$ cat src/design/ccsr_regs.vh
// Purpose: constants for the cache control and status register block
// Assumes: one 32-bit register, reached over a plain strobe port
// Notes: field positions and fixed codes of the control word
`ifndef CCSR_REGS_VH
`define CCSR_REGS_VH
`define CCSR_ADDR_CTRL 4'h0
`define CCSR_ADDR_W 4
`define CCSR_DREPL_HI 31
`define CCSR_DREPL_LO 30
`define CCSR_IREPL_HI 29
`define CCSR_IREPL_LO 28
`define CCSR_ISETS_HI 27
`define CCSR_ISETS_LO 26
`define CCSR_DSETS_HI 25
`define CCSR_DSETS_LO 24
`define CCSR_SNOOP_BIT 23
`define CCSR_DFLUSH_BIT 22
`define CCSR_IFLUSH_BIT 21
`define CCSR_PARW_HI 20
`define CCSR_PARW_LO 19
`define CCSR_PTEST_HI 18
`define CCSR_PTEST_LO 17
`define CCSR_IBURST_BIT 16
`define CCSR_IPEND_BIT 15
`define CCSR_DPEND_BIT 14
`define CCSR_ITE_HI 13
`define CCSR_ITE_LO 12
`define CCSR_IDE_HI 11
`define CCSR_IDE_LO 10
`define CCSR_DTE_HI 9
`define CCSR_DTE_LO 8
`define CCSR_DDE_HI 7
`define CCSR_DDE_LO 6
`define CCSR_DFRZ_BIT 5
`define CCSR_IFRZ_BIT 4
`define CCSR_DSTATE_HI 3
`define CCSR_DSTATE_LO 2
`define CCSR_ISTATE_HI 1
`define CCSR_ISTATE_LO 0
`define CCSR_REPL_LRU 2'h3
`define CCSR_WAYS_4 2'h3
`define CCSR_WAYS_2 2'h1
`define CCSR_PARW_2 2'h2
`define CCSR_CNT_MAX 2'h3
`define CCSR_ST_FROZEN 2'h1
`define CCSR_ST_ON 2'h3
`define CCSR_ST_OFF 2'h0
`define CCSR_ICACHE_LINES 256
`define CCSR_DCACHE_LINES 256
`define CCSR_ZERO32 32'h0000_0000
`endif

$ cat src/design/ccsr_flush.v
// Purpose: walks every line index of one cache to invalidate it
// Assumes: one line invalidated per clock
// Notes: pending clears the cycle after the last line
`timescale 1ns/1ps
`include "ccsr_regs.vh"
module ccsr_flush #(
    parameter LINES = 256,
    parameter IDX_W = 8
) (
    input wire sys_clk_in,
    input wire reset_in,
    input wire start_in,
    output reg pending_out,
    output reg inval_out,
    output reg [IDX_W-1:0] index_out
);
    localparam integer LAST_I = LINES - 1;
    localparam [IDX_W-1:0] LAST = LAST_I[IDX_W-1:0];
    always @(posedge sys_clk_in) begin
        if (reset_in) begin
            pending_out <= 1'b0;
            inval_out <= 1'b0;
            index_out <= {IDX_W{1'b0}};
        end else if (inval_out && index_out == LAST) begin
            inval_out <= 1'b0;
            pending_out <= 1'b0;
            index_out <= {IDX_W{1'b0}};
        end else if (inval_out) begin
            index_out <= index_out + 1'b1;
        end else if (start_in) begin
            // a start during a flush is absorbed by the running walk
            pending_out <= 1'b1;
            inval_out <= 1'b1;
            index_out <= {IDX_W{1'b0}};
        end
    end
endmodule // ccsr_flush

$ cat src/design/ccsr_top.v
// Purpose: cache control and status register with flush sequencers
// Assumes: synchronous inputs, single 25 MHz clock, synchronous reset
// Notes: read data appears the cycle after the read strobe
// Operation
// data cache replacement field reads fixed 11, LRU
// instruction cache replacement field reads fixed 11, LRU
// instruction cache associativity reads 11, four ways
// data cache associativity reads 01, two ways
// bit 23 enables data cache snooping
// writing one to bit 22 flushes data cache; reads zero
// writing one to bit 21 flushes instruction cache; reads zero
// parity width field reads fixed 10, two bits
// parity test bits XOR into parity on diagnostic writes
// bit 16 enables burst fill on instruction fetch
// bit 15 high while instruction flush runs
// bit 14 high while data flush runs
// instruction tag parity error increments its counter
// instruction data parity error increments its counter
// data tag parity error increments its counter
// data cache data parity error increments its counter
// counters saturate at 11; software clears to zero
// bit 5 freezes data cache on asynchronous interrupt
// bit 4 freezes instruction cache on asynchronous interrupt
// data state: low bit zero off, 01 frozen, 11 enabled
// instruction state decoded the same way
// flush invalidates every line; pending clears after last line
`timescale 1ns/1ps
`include "ccsr_regs.vh"
module ccsr_top #(
    parameter ILINES = `CCSR_ICACHE_LINES,
    parameter DLINES = `CCSR_DCACHE_LINES,
    parameter IDX_W = 8
) (
    input wire sys_clk_in,
    input wire reset_in,
    input wire [`CCSR_ADDR_W-1:0] addr_in,
    input wire [31:0] wdata_in,
    input wire wr_in,
    input wire rd_in,
    output reg [31:0] rdata_out,
    input wire irq_taken_in,
    input wire itag_perr_in,
    input wire idata_perr_in,
    input wire dtag_perr_in,
    input wire ddata_perr_in,
    input wire diag_wr_in,
    input wire [1:0] tag_par_in,
    input wire [1:0] data_par_in,
    output reg [1:0] tag_par_out,
    output reg [1:0] data_par_out,
    output reg dcache_snoop_enable_out,
    output reg instr_burst_fill_out,
    output reg dcache_enable_out,
    output reg dcache_frozen_out,
    output reg icache_enable_out,
    output reg icache_frozen_out,
    output reg dcache_inval_out,
    output reg [IDX_W-1:0] dcache_index_out,
    output reg icache_inval_out,
    output reg [IDX_W-1:0] icache_index_out
);
    reg dcache_snoop_enable;
    reg [1:0] ptest;
    reg instr_burst_fill;
    reg [1:0] ite_cnt;
    reg [1:0] ide_cnt;
    reg [1:0] dte_cnt;
    reg [1:0] dde_cnt;
    reg dcache_freeze_on_irq;
    reg icache_freeze_on_irq;
    reg [1:0] dstate;
    reg [1:0] istate;
    reg [1:0] next_dstate;
    reg [1:0] next_istate;
    wire wr_hit;
    wire rd_hit;
    wire dflush_go;
    wire iflush_go;
    wire dcache_flush_pending;
    wire icache_flush_pending;
    wire d_inval;
    wire i_inval;
    wire [IDX_W-1:0] d_index;
    wire [IDX_W-1:0] i_index;
    wire [31:0] cache_control;

    // saturating error counter; a write loads the written field, a hit in the same cycle still counts
    function [1:0] err_next;
        input [1:0] cur;
        input hit;
        input clr;
        input [1:0] wval;
        reg [1:0] base;
        begin
            base = clr ? wval : cur;
            if (hit && base != `CCSR_CNT_MAX)
                err_next = base + 2'h1;
            else
                err_next = base;
        end
    endfunction

    // state field decode: enabled only on 11, frozen on 01, else off
    function [1:0] state_decode;
        input [1:0] st;
        begin
            state_decode = {st == `CCSR_ST_ON, st == `CCSR_ST_FROZEN};
        end
    endfunction

    assign wr_hit = wr_in && addr_in == `CCSR_ADDR_CTRL;
    assign rd_hit = rd_in && addr_in == `CCSR_ADDR_CTRL;
    assign dflush_go = wr_hit && wdata_in[`CCSR_DFLUSH_BIT];
    assign iflush_go = wr_hit && wdata_in[`CCSR_IFLUSH_BIT];

    ccsr_flush #(
        .LINES(DLINES),
        .IDX_W(IDX_W)
    ) u_dflush (
        .sys_clk_in(sys_clk_in),
        .reset_in(reset_in),
        .start_in(dflush_go),
        .pending_out(dcache_flush_pending),
        .inval_out(d_inval),
        .index_out(d_index)
    );

    ccsr_flush #(
        .LINES(ILINES),
        .IDX_W(IDX_W)
    ) u_iflush (
        .sys_clk_in(sys_clk_in),
        .reset_in(reset_in),
        .start_in(iflush_go),
        .pending_out(icache_flush_pending),
        .inval_out(i_inval),
        .index_out(i_index)
    );

    assign cache_control = {
        `CCSR_REPL_LRU,
        `CCSR_REPL_LRU,
        `CCSR_WAYS_4,
        `CCSR_WAYS_2,
        dcache_snoop_enable,
        1'b0,
        1'b0,
        `CCSR_PARW_2,
        ptest,
        instr_burst_fill,
        icache_flush_pending,
        dcache_flush_pending,
        ite_cnt,
        ide_cnt,
        dte_cnt,
        dde_cnt,
        dcache_freeze_on_irq,
        icache_freeze_on_irq,
        dstate,
        istate
    };

    // freeze on interrupt overrides a same-cycle write only for an enabled cache
    always @* begin
        next_dstate = dstate;
        next_istate = istate;
        if (wr_hit) begin
            next_dstate = wdata_in[`CCSR_DSTATE_HI:`CCSR_DSTATE_LO];
            next_istate = wdata_in[`CCSR_ISTATE_HI:`CCSR_ISTATE_LO];
        end
        if (irq_taken_in && dcache_freeze_on_irq && next_dstate[0]) begin
            next_dstate = `CCSR_ST_FROZEN;
        end
        if (irq_taken_in && icache_freeze_on_irq && next_istate[0]) begin
            next_istate = `CCSR_ST_FROZEN;
        end
    end

    always @(posedge sys_clk_in) begin
        if (reset_in) begin
            dcache_snoop_enable <= 1'b0;
            ptest <= 2'h0;
            instr_burst_fill <= 1'b0;
            ite_cnt <= 2'h0;
            ide_cnt <= 2'h0;
            dte_cnt <= 2'h0;
            dde_cnt <= 2'h0;
            dcache_freeze_on_irq <= 1'b0;
            icache_freeze_on_irq <= 1'b0;
            dstate <= `CCSR_ST_OFF;
            istate <= `CCSR_ST_OFF;
        end else begin
            if (wr_hit) begin
                dcache_snoop_enable <= wdata_in[`CCSR_SNOOP_BIT];
                ptest <= wdata_in[`CCSR_PTEST_HI:`CCSR_PTEST_LO];
                instr_burst_fill <= wdata_in[`CCSR_IBURST_BIT];
                dcache_freeze_on_irq <= wdata_in[`CCSR_DFRZ_BIT];
                icache_freeze_on_irq <= wdata_in[`CCSR_IFRZ_BIT];
            end
            ite_cnt <= err_next(ite_cnt, itag_perr_in, wr_hit,
                wdata_in[`CCSR_ITE_HI:`CCSR_ITE_LO]);
            ide_cnt <= err_next(ide_cnt, idata_perr_in, wr_hit,
                wdata_in[`CCSR_IDE_HI:`CCSR_IDE_LO]);
            dte_cnt <= err_next(dte_cnt, dtag_perr_in, wr_hit,
                wdata_in[`CCSR_DTE_HI:`CCSR_DTE_LO]);
            dde_cnt <= err_next(dde_cnt, ddata_perr_in, wr_hit,
                wdata_in[`CCSR_DDE_HI:`CCSR_DDE_LO]);
            dstate <= next_dstate;
            istate <= next_istate;
        end
    end

    // outputs registered; they trail the control word by one cycle
    always @(posedge sys_clk_in) begin
        if (reset_in) begin
            rdata_out <= `CCSR_ZERO32;
            tag_par_out <= 2'h0;
            data_par_out <= 2'h0;
            dcache_snoop_enable_out <= 1'b0;
            instr_burst_fill_out <= 1'b0;
            dcache_enable_out <= 1'b0;
            dcache_frozen_out <= 1'b0;
            icache_enable_out <= 1'b0;
            icache_frozen_out <= 1'b0;
            dcache_inval_out <= 1'b0;
            dcache_index_out <= {IDX_W{1'b0}};
            icache_inval_out <= 1'b0;
            icache_index_out <= {IDX_W{1'b0}};
        end else begin
            // unmapped reads and idle cycles return zero
            rdata_out <= rd_hit ? cache_control : `CCSR_ZERO32;
            tag_par_out <= diag_wr_in ? (tag_par_in ^ ptest) : tag_par_in;
            data_par_out <= diag_wr_in ? (data_par_in ^ ptest) : data_par_in;
            dcache_snoop_enable_out <= dcache_snoop_enable;
            instr_burst_fill_out <= instr_burst_fill;
            {dcache_enable_out, dcache_frozen_out} <= state_decode(dstate);
            {icache_enable_out, icache_frozen_out} <= state_decode(istate);
            dcache_inval_out <= d_inval;
            dcache_index_out <= d_index;
            icache_inval_out <= i_inval;
            icache_index_out <= i_index;
        end
    end
endmodule // ccsr_top

$ cat config.mk
export PLATFORM = sky130hd
export DESIGN_NAME = ccsr_top
export DESIGN_NICKNAME = d
export VERILOG_FILES = /design/src/design/ccsr_flush.v /design/src/design/ccsr_top.v
export VERILOG_INCLUDE_DIRS = /design/src /design/src/design
export SDC_FILE = /design/constraint.sdc
export NUM_CORES = 1
export LEC_CHECK = 0
export BUFFER_PORTS_ARGS = -buffer_cell sky130_fd_sc_hd__buf_2
export CORE_AREA = 2 2 88 90
export DETAILED_ROUTE_END_ITERATION = 8
export DIE_AREA = 0 0 90 92
export MAX_ROUTING_LAYER = met4
export PLACE_DENSITY = 0.68
export SYNTH_ARGS = -nofsm -noshare
export SYNTH_HDL_FRONTEND = slang
export SYNTH_SLANG_ARGS = --single-unit
$ cat constraint.sdc
create_clock -name sys_clk_in -period 4 [get_ports sys_clk_in]
set_clock_uncertainty 0.15 [all_clocks]
set_input_delay 0.4 -clock sys_clk_in [delete_from_list [all_inputs] [get_ports sys_clk_in]]
set_output_delay 0.4 -clock sys_clk_in [all_outputs]
set_load 0.005 [all_outputs]
==> summary.md <==
The flow ran to the end, and the final reports show no timing, DRC or antenna violations. Based on the critical path, the design can be clocked at up to 401 MHz. After synthesis the cells add up to 3190 um^2.

The first detailed-routing pass ran for 5 iterations. sky130_fd_sc_hd__dfxtp_1 takes more of the synthesized area than any other cell. For this design the static power due to leakage is 1.74 nW. In this run the tightest slew margin relative to its limit is 35.3%.

The overall fraction of global-route tracks in use was 16.4%; the starting utilization of the core area was 42.9%. Along the worst path, the maximum fanout reaches 13. The floorplan die width is 90 um. Summing all multi-input logic gate instances after layout gives 1310 um^2. For the count of inserted antenna diode cells, the log shows 0. A synthesized cell averages 9.95 um^2. The count of port buffers added during placement is 93. The tools report the number of nets in the finished design as 461. The clock drives 87 sinks. The run gives 321 as the synthesized instance count. The pin count of the biggest net entering global routing came out at 52.

The run gives 0 as the number of setup violations in the final report. Buffers added to address setup during post-CTS repair amount to 0. The path class of the tightest hold or removal check is in -> reg. Setup repair after global routing left no endpoint under its margin. For this run, design rule violations remaining after detail routing come to 0. STA puts the critical path data required time at 4.11 ns.

After layout, the worst path uses 62.4% of the clock period. The tools report the number of pins with negative max-slew slack in the final report as 0. Power comes to 0.00166 W.

The tools report the root cell of the clock tree as sky130_fd_sc_hd__clkbuf_8. The setup TNS is 0 ns, and the die outline height is 92 um. TritonCTS built the clock tree.

At the later pin of the worst-skew pair, clock insertion delay measures 0.35 ns. The sequential cells in the finished layout cover a total of 1740 um^2. Across the VDD grid, the largest voltage drop is 0.204 mV. The clock network accounts for 41.2% of the total power.

Synthesis inferred 87 register bits. The tools report the number of antenna violations at the first check in global routing as 0. The worst setup path is launched from a primary input. The filler cells instantiated in the layout total 711. At the end of routability-driven placement, the weighted congestion stood at 0.827. The slowest library cell on the worst path is sky130_fd_sc_hd__nor4_4. The count of final hold-check violations was 0; the share of total power consumed by net switching was 22.4%. Combinational logic is responsible for 5.6% of the overall power.

Summing the sequential cell areas from Yosys gives 54.5% of the chip area. The critical path in this run is classified as in -> reg. Dividing total power by cell area gives a power density of 428 nW/um^2. Relative to the synthesized area, the layout overhead comes to 21.9%.

For this run, the number of Yosys warnings is 0. The count of different cell masters after synthesis was 42. The critical path goes through buf_2, nor4_4, nand2_1, nand2_1, nand2_1, ha_1, nand2b_1, a311oi_2.

The analysis attributes to net switching a power of 0.000373 W. The shortest period the worst path allows came out at 2.50 ns. The dominant cell type by count on the critical path is sky130_fd_sc_hd__nand2_1.

Gates resized during post-CTS repair numbered 0. The cell-internal power was 0.00129 W. Row generation in the floorplan step produced 32 rows. STA classifies the critical path endpoint as a flip-flop. Across the run, the number of max-cap violations was 0. The number of global-route vias before repair is 2,327.

Delay of the slowest critical-path stage: 0.56 ns. Dividing the detail-routed via count by the number of cells gives 4.71. The register clock-pin slew on the reported worst setup and hold paths was 0.09 ns. The slew at the pin closest to its max-slew limit was 0.970 ns; the die footprint was 8280 um^2. The final route contains 2,410 vias. The half-perimeter wire length after placement was 4320 um; the fraction of layout cells with a size suffix above 1 was 30.5%. For this block, the initial DRC count from the detailed router was 75. The wire length per cell after detailed routing was 12.3 um.

Ranked by total cell area, the synthesized netlist is headed by sky130_fd_sc_hd__dfxtp_1 55%, sky130_fd_sc_hd__nand2_1 4.5%, sky130_fd_sc_hd__nor2b_1 4.3%. After detailed routing, the total wire length is 6300 um. The logs give 0 for the post-route antenna net violation count and 0 for the count of hold-fix buffers inserted at cts. During I/O placement, the number of pins put on the boundary was 110. The number of clock buffers added by TritonCTS is 9.

The tools report the sum of overflow across all layers after global routing as 0. The logs give 53.2% for the part of the power in registers and 10,500 um for the first-pass GRT wire length. Counting along the longest clock path gives a buffer depth of 2. The share of the synthesized area in the top cell type is 54.5%, and the area of the core region is 7450 um^2.

The H-tree was split into 3 levels. Data on the critical path arrives at its endpoint at 2.61 ns.
state kept, by name, summed over array words and instances, names as in the netlist, 8 cells and up:
signal and flops:
u_dflush.index_out 8, icache_index_out 8, u_iflush.index_out 8, dcache_index_out 8
rdata_out 21
critical path: cells and delay by family:
family | cells | cell delay [ns]
AND/OR/NAND/NOR | 5 | 1.61
buffers and inverters | 1 | 0.12
AO/OA/AOI/OAI | 1 | 0.30
adder cells (fa/ha/maj) | 1 | 0.17
logic make-up after synthesis:
group / after synthesis / share of synthesized area (%)
DFF: 87 / 54.5
and+or+nand+nor: 146 / 25.4
AOI/OAI and AO/OA: 39 / 8.30
buffers and inverters: 27 / 4.82
muxes: 8 / 2.59
xor gates and xnor gates: 7 / 1.92
adders and majority gates: 6 / 2.35
other: 1 / 0.117
routing by layer:
metal	up-vias	GRT usage [%]	wire length (um)
met1	1080	20.2	2940
met2	85	26.3	2960
met4	0	5.38	44
li1	1240	-	-
met3	5	4.52	346
met5	-	-	0
area by class of cell:
cell class	count	area share (%)
sequential	87	44.7
multi-input combinational	210	33.6
timing repair buffer	94	12.1
clock buffer	10	3.53
tap	102	3.28
clock inverter	6	2.38
inverter	3	0.289
metrics by stage:
stage / hold slack, ns / worst slack, ns / area (um^2) / util [%] / std cells
floorplan: 0.271 / 1.78 / 3210 / - / 324
global placement: 0.285 / 1.14 / 3660 / 49.2 / 496
detailed placement: 0.290 / 1.09 / 3660 / 49.2 / 496
CTS: 0.106 / 1.46 / 3890 / 52.3 / 512
global route: 0.111 / 1.27 / 3890 / 52.3 / 512
finish: 0.120 / 1.50 / 3890 / 52.3 / 512
power by group through the flow:
stage	combinational, W	sequential (W)	clock (W)
3_5_place_dp	0.0000932	0.000906	0
4_1_cts	0.0000938	0.000886	0.000700
3_3_place_gp	0.0000893	0.000905	0
2_1_floorplan	0.0000612	0.000904	0
6_report	0.0000931	0.000885	0.000687
5_1_grt	0.000106	0.000888	0.000738
synth_stat cells:
cell and instances:
sky130_fd_sc_hd__or4_1 1, sky130_fd_sc_hd__or3_1 2, sky130_fd_sc_hd__nor3_1 4, sky130_fd_sc_hd__o21bai_1 1, sky130_fd_sc_hd__mux2i_1 6, sky130_fd_sc_hd__a31oi_1 2
sky130_fd_sc_hd__nand3_1 13, sky130_fd_sc_hd__nor4_4 1, sky130_fd_sc_hd__nand4_1 6, sky130_fd_sc_hd__xnor2_1 1, sky130_fd_sc_hd__clkbuf_1 9, sky130_fd_sc_hd__or2_2 4
sky130_fd_sc_hd__ha_1 6, sky130_fd_sc_hd__a31o_2 1, sky130_fd_sc_hd__inv_1 3, sky130_fd_sc_hd__a311oi_2 4, sky130_fd_sc_hd__nand2_1 38, sky130_fd_sc_hd__nand4b_1 2
sky130_fd_sc_hd__nor2_1 15, sky130_fd_sc_hd__nor2b_1 22, sky130_fd_sc_hd__and3_1 1, sky130_fd_sc_hd__o311ai_0 1, sky130_fd_sc_hd__conb_1 1, sky130_fd_sc_hd__dfxtp_1 87
sky130_fd_sc_hd__and2_1 20, sky130_fd_sc_hd__o211ai_1 2, sky130_fd_sc_hd__and3b_1 2, sky130_fd_sc_hd__or4_4 1, sky130_fd_sc_hd__nor3b_2 1, sky130_fd_sc_hd__buf_2 3
sky130_fd_sc_hd__o31ai_1 1, sky130_fd_sc_hd__a311oi_1 2, sky130_fd_sc_hd__o21ai_1 4, sky130_fd_sc_hd__buf_4 11, sky130_fd_sc_hd__nor2_4 1, sky130_fd_sc_hd__mux2_2 2
sky130_fd_sc_hd__xor2_1 6, sky130_fd_sc_hd__a21oi_1 20, sky130_fd_sc_hd__buf_6 1, sky130_fd_sc_hd__a211oi_1 1, sky130_fd_sc_hd__nand2b_1 5, sky130_fd_sc_hd__nor3b_1 7
worst paths after layout:
kind                          from               endpoint  slack, ns  depth (start not counted)
max                     addr_in[1]             dte_cnt[1]       1.50                          8
min                   irq_taken_in              istate[1]       0.12                          2
max reg2reg  u_iflush.index_out[0]  u_iflush.index_out[2]       2.32                          5
min reg2reg   u_dflush.pending_out   u_dflush.pending_out       0.30                          2
cell usage in the layout (no fill, tap or decap), types with 3 or more instances in the layout:
master and instances:
sky130_fd_sc_hd__nor3_1 4, sky130_fd_sc_hd__dfxtp_1 87, sky130_fd_sc_hd__a21oi_1 20, sky130_fd_sc_hd__clkbuf_8 10, sky130_fd_sc_hd__and2_1 20, sky130_fd_sc_hd__nor2_1 15, sky130_fd_sc_hd__nand4_1 6, sky130_fd_sc_hd__nand2_1 38
sky130_fd_sc_hd__ha_1 6, sky130_fd_sc_hd__nand3_1 13, sky130_fd_sc_hd__o21ai_1 4, sky130_fd_sc_hd__nand2b_1 5, sky130_fd_sc_hd__xor2_1 6, sky130_fd_sc_hd__nor2b_1 22, sky130_fd_sc_hd__or2_2 4, sky130_fd_sc_hd__inv_1 3
sky130_fd_sc_hd__a311oi_2 4, sky130_fd_sc_hd__nor3b_1 7, sky130_fd_sc_hd__mux2i_1 6, sky130_fd_sc_hd__buf_2 93, sky130_fd_sc_hd__conb_1 4
Power figures use the tool's default switching activity.
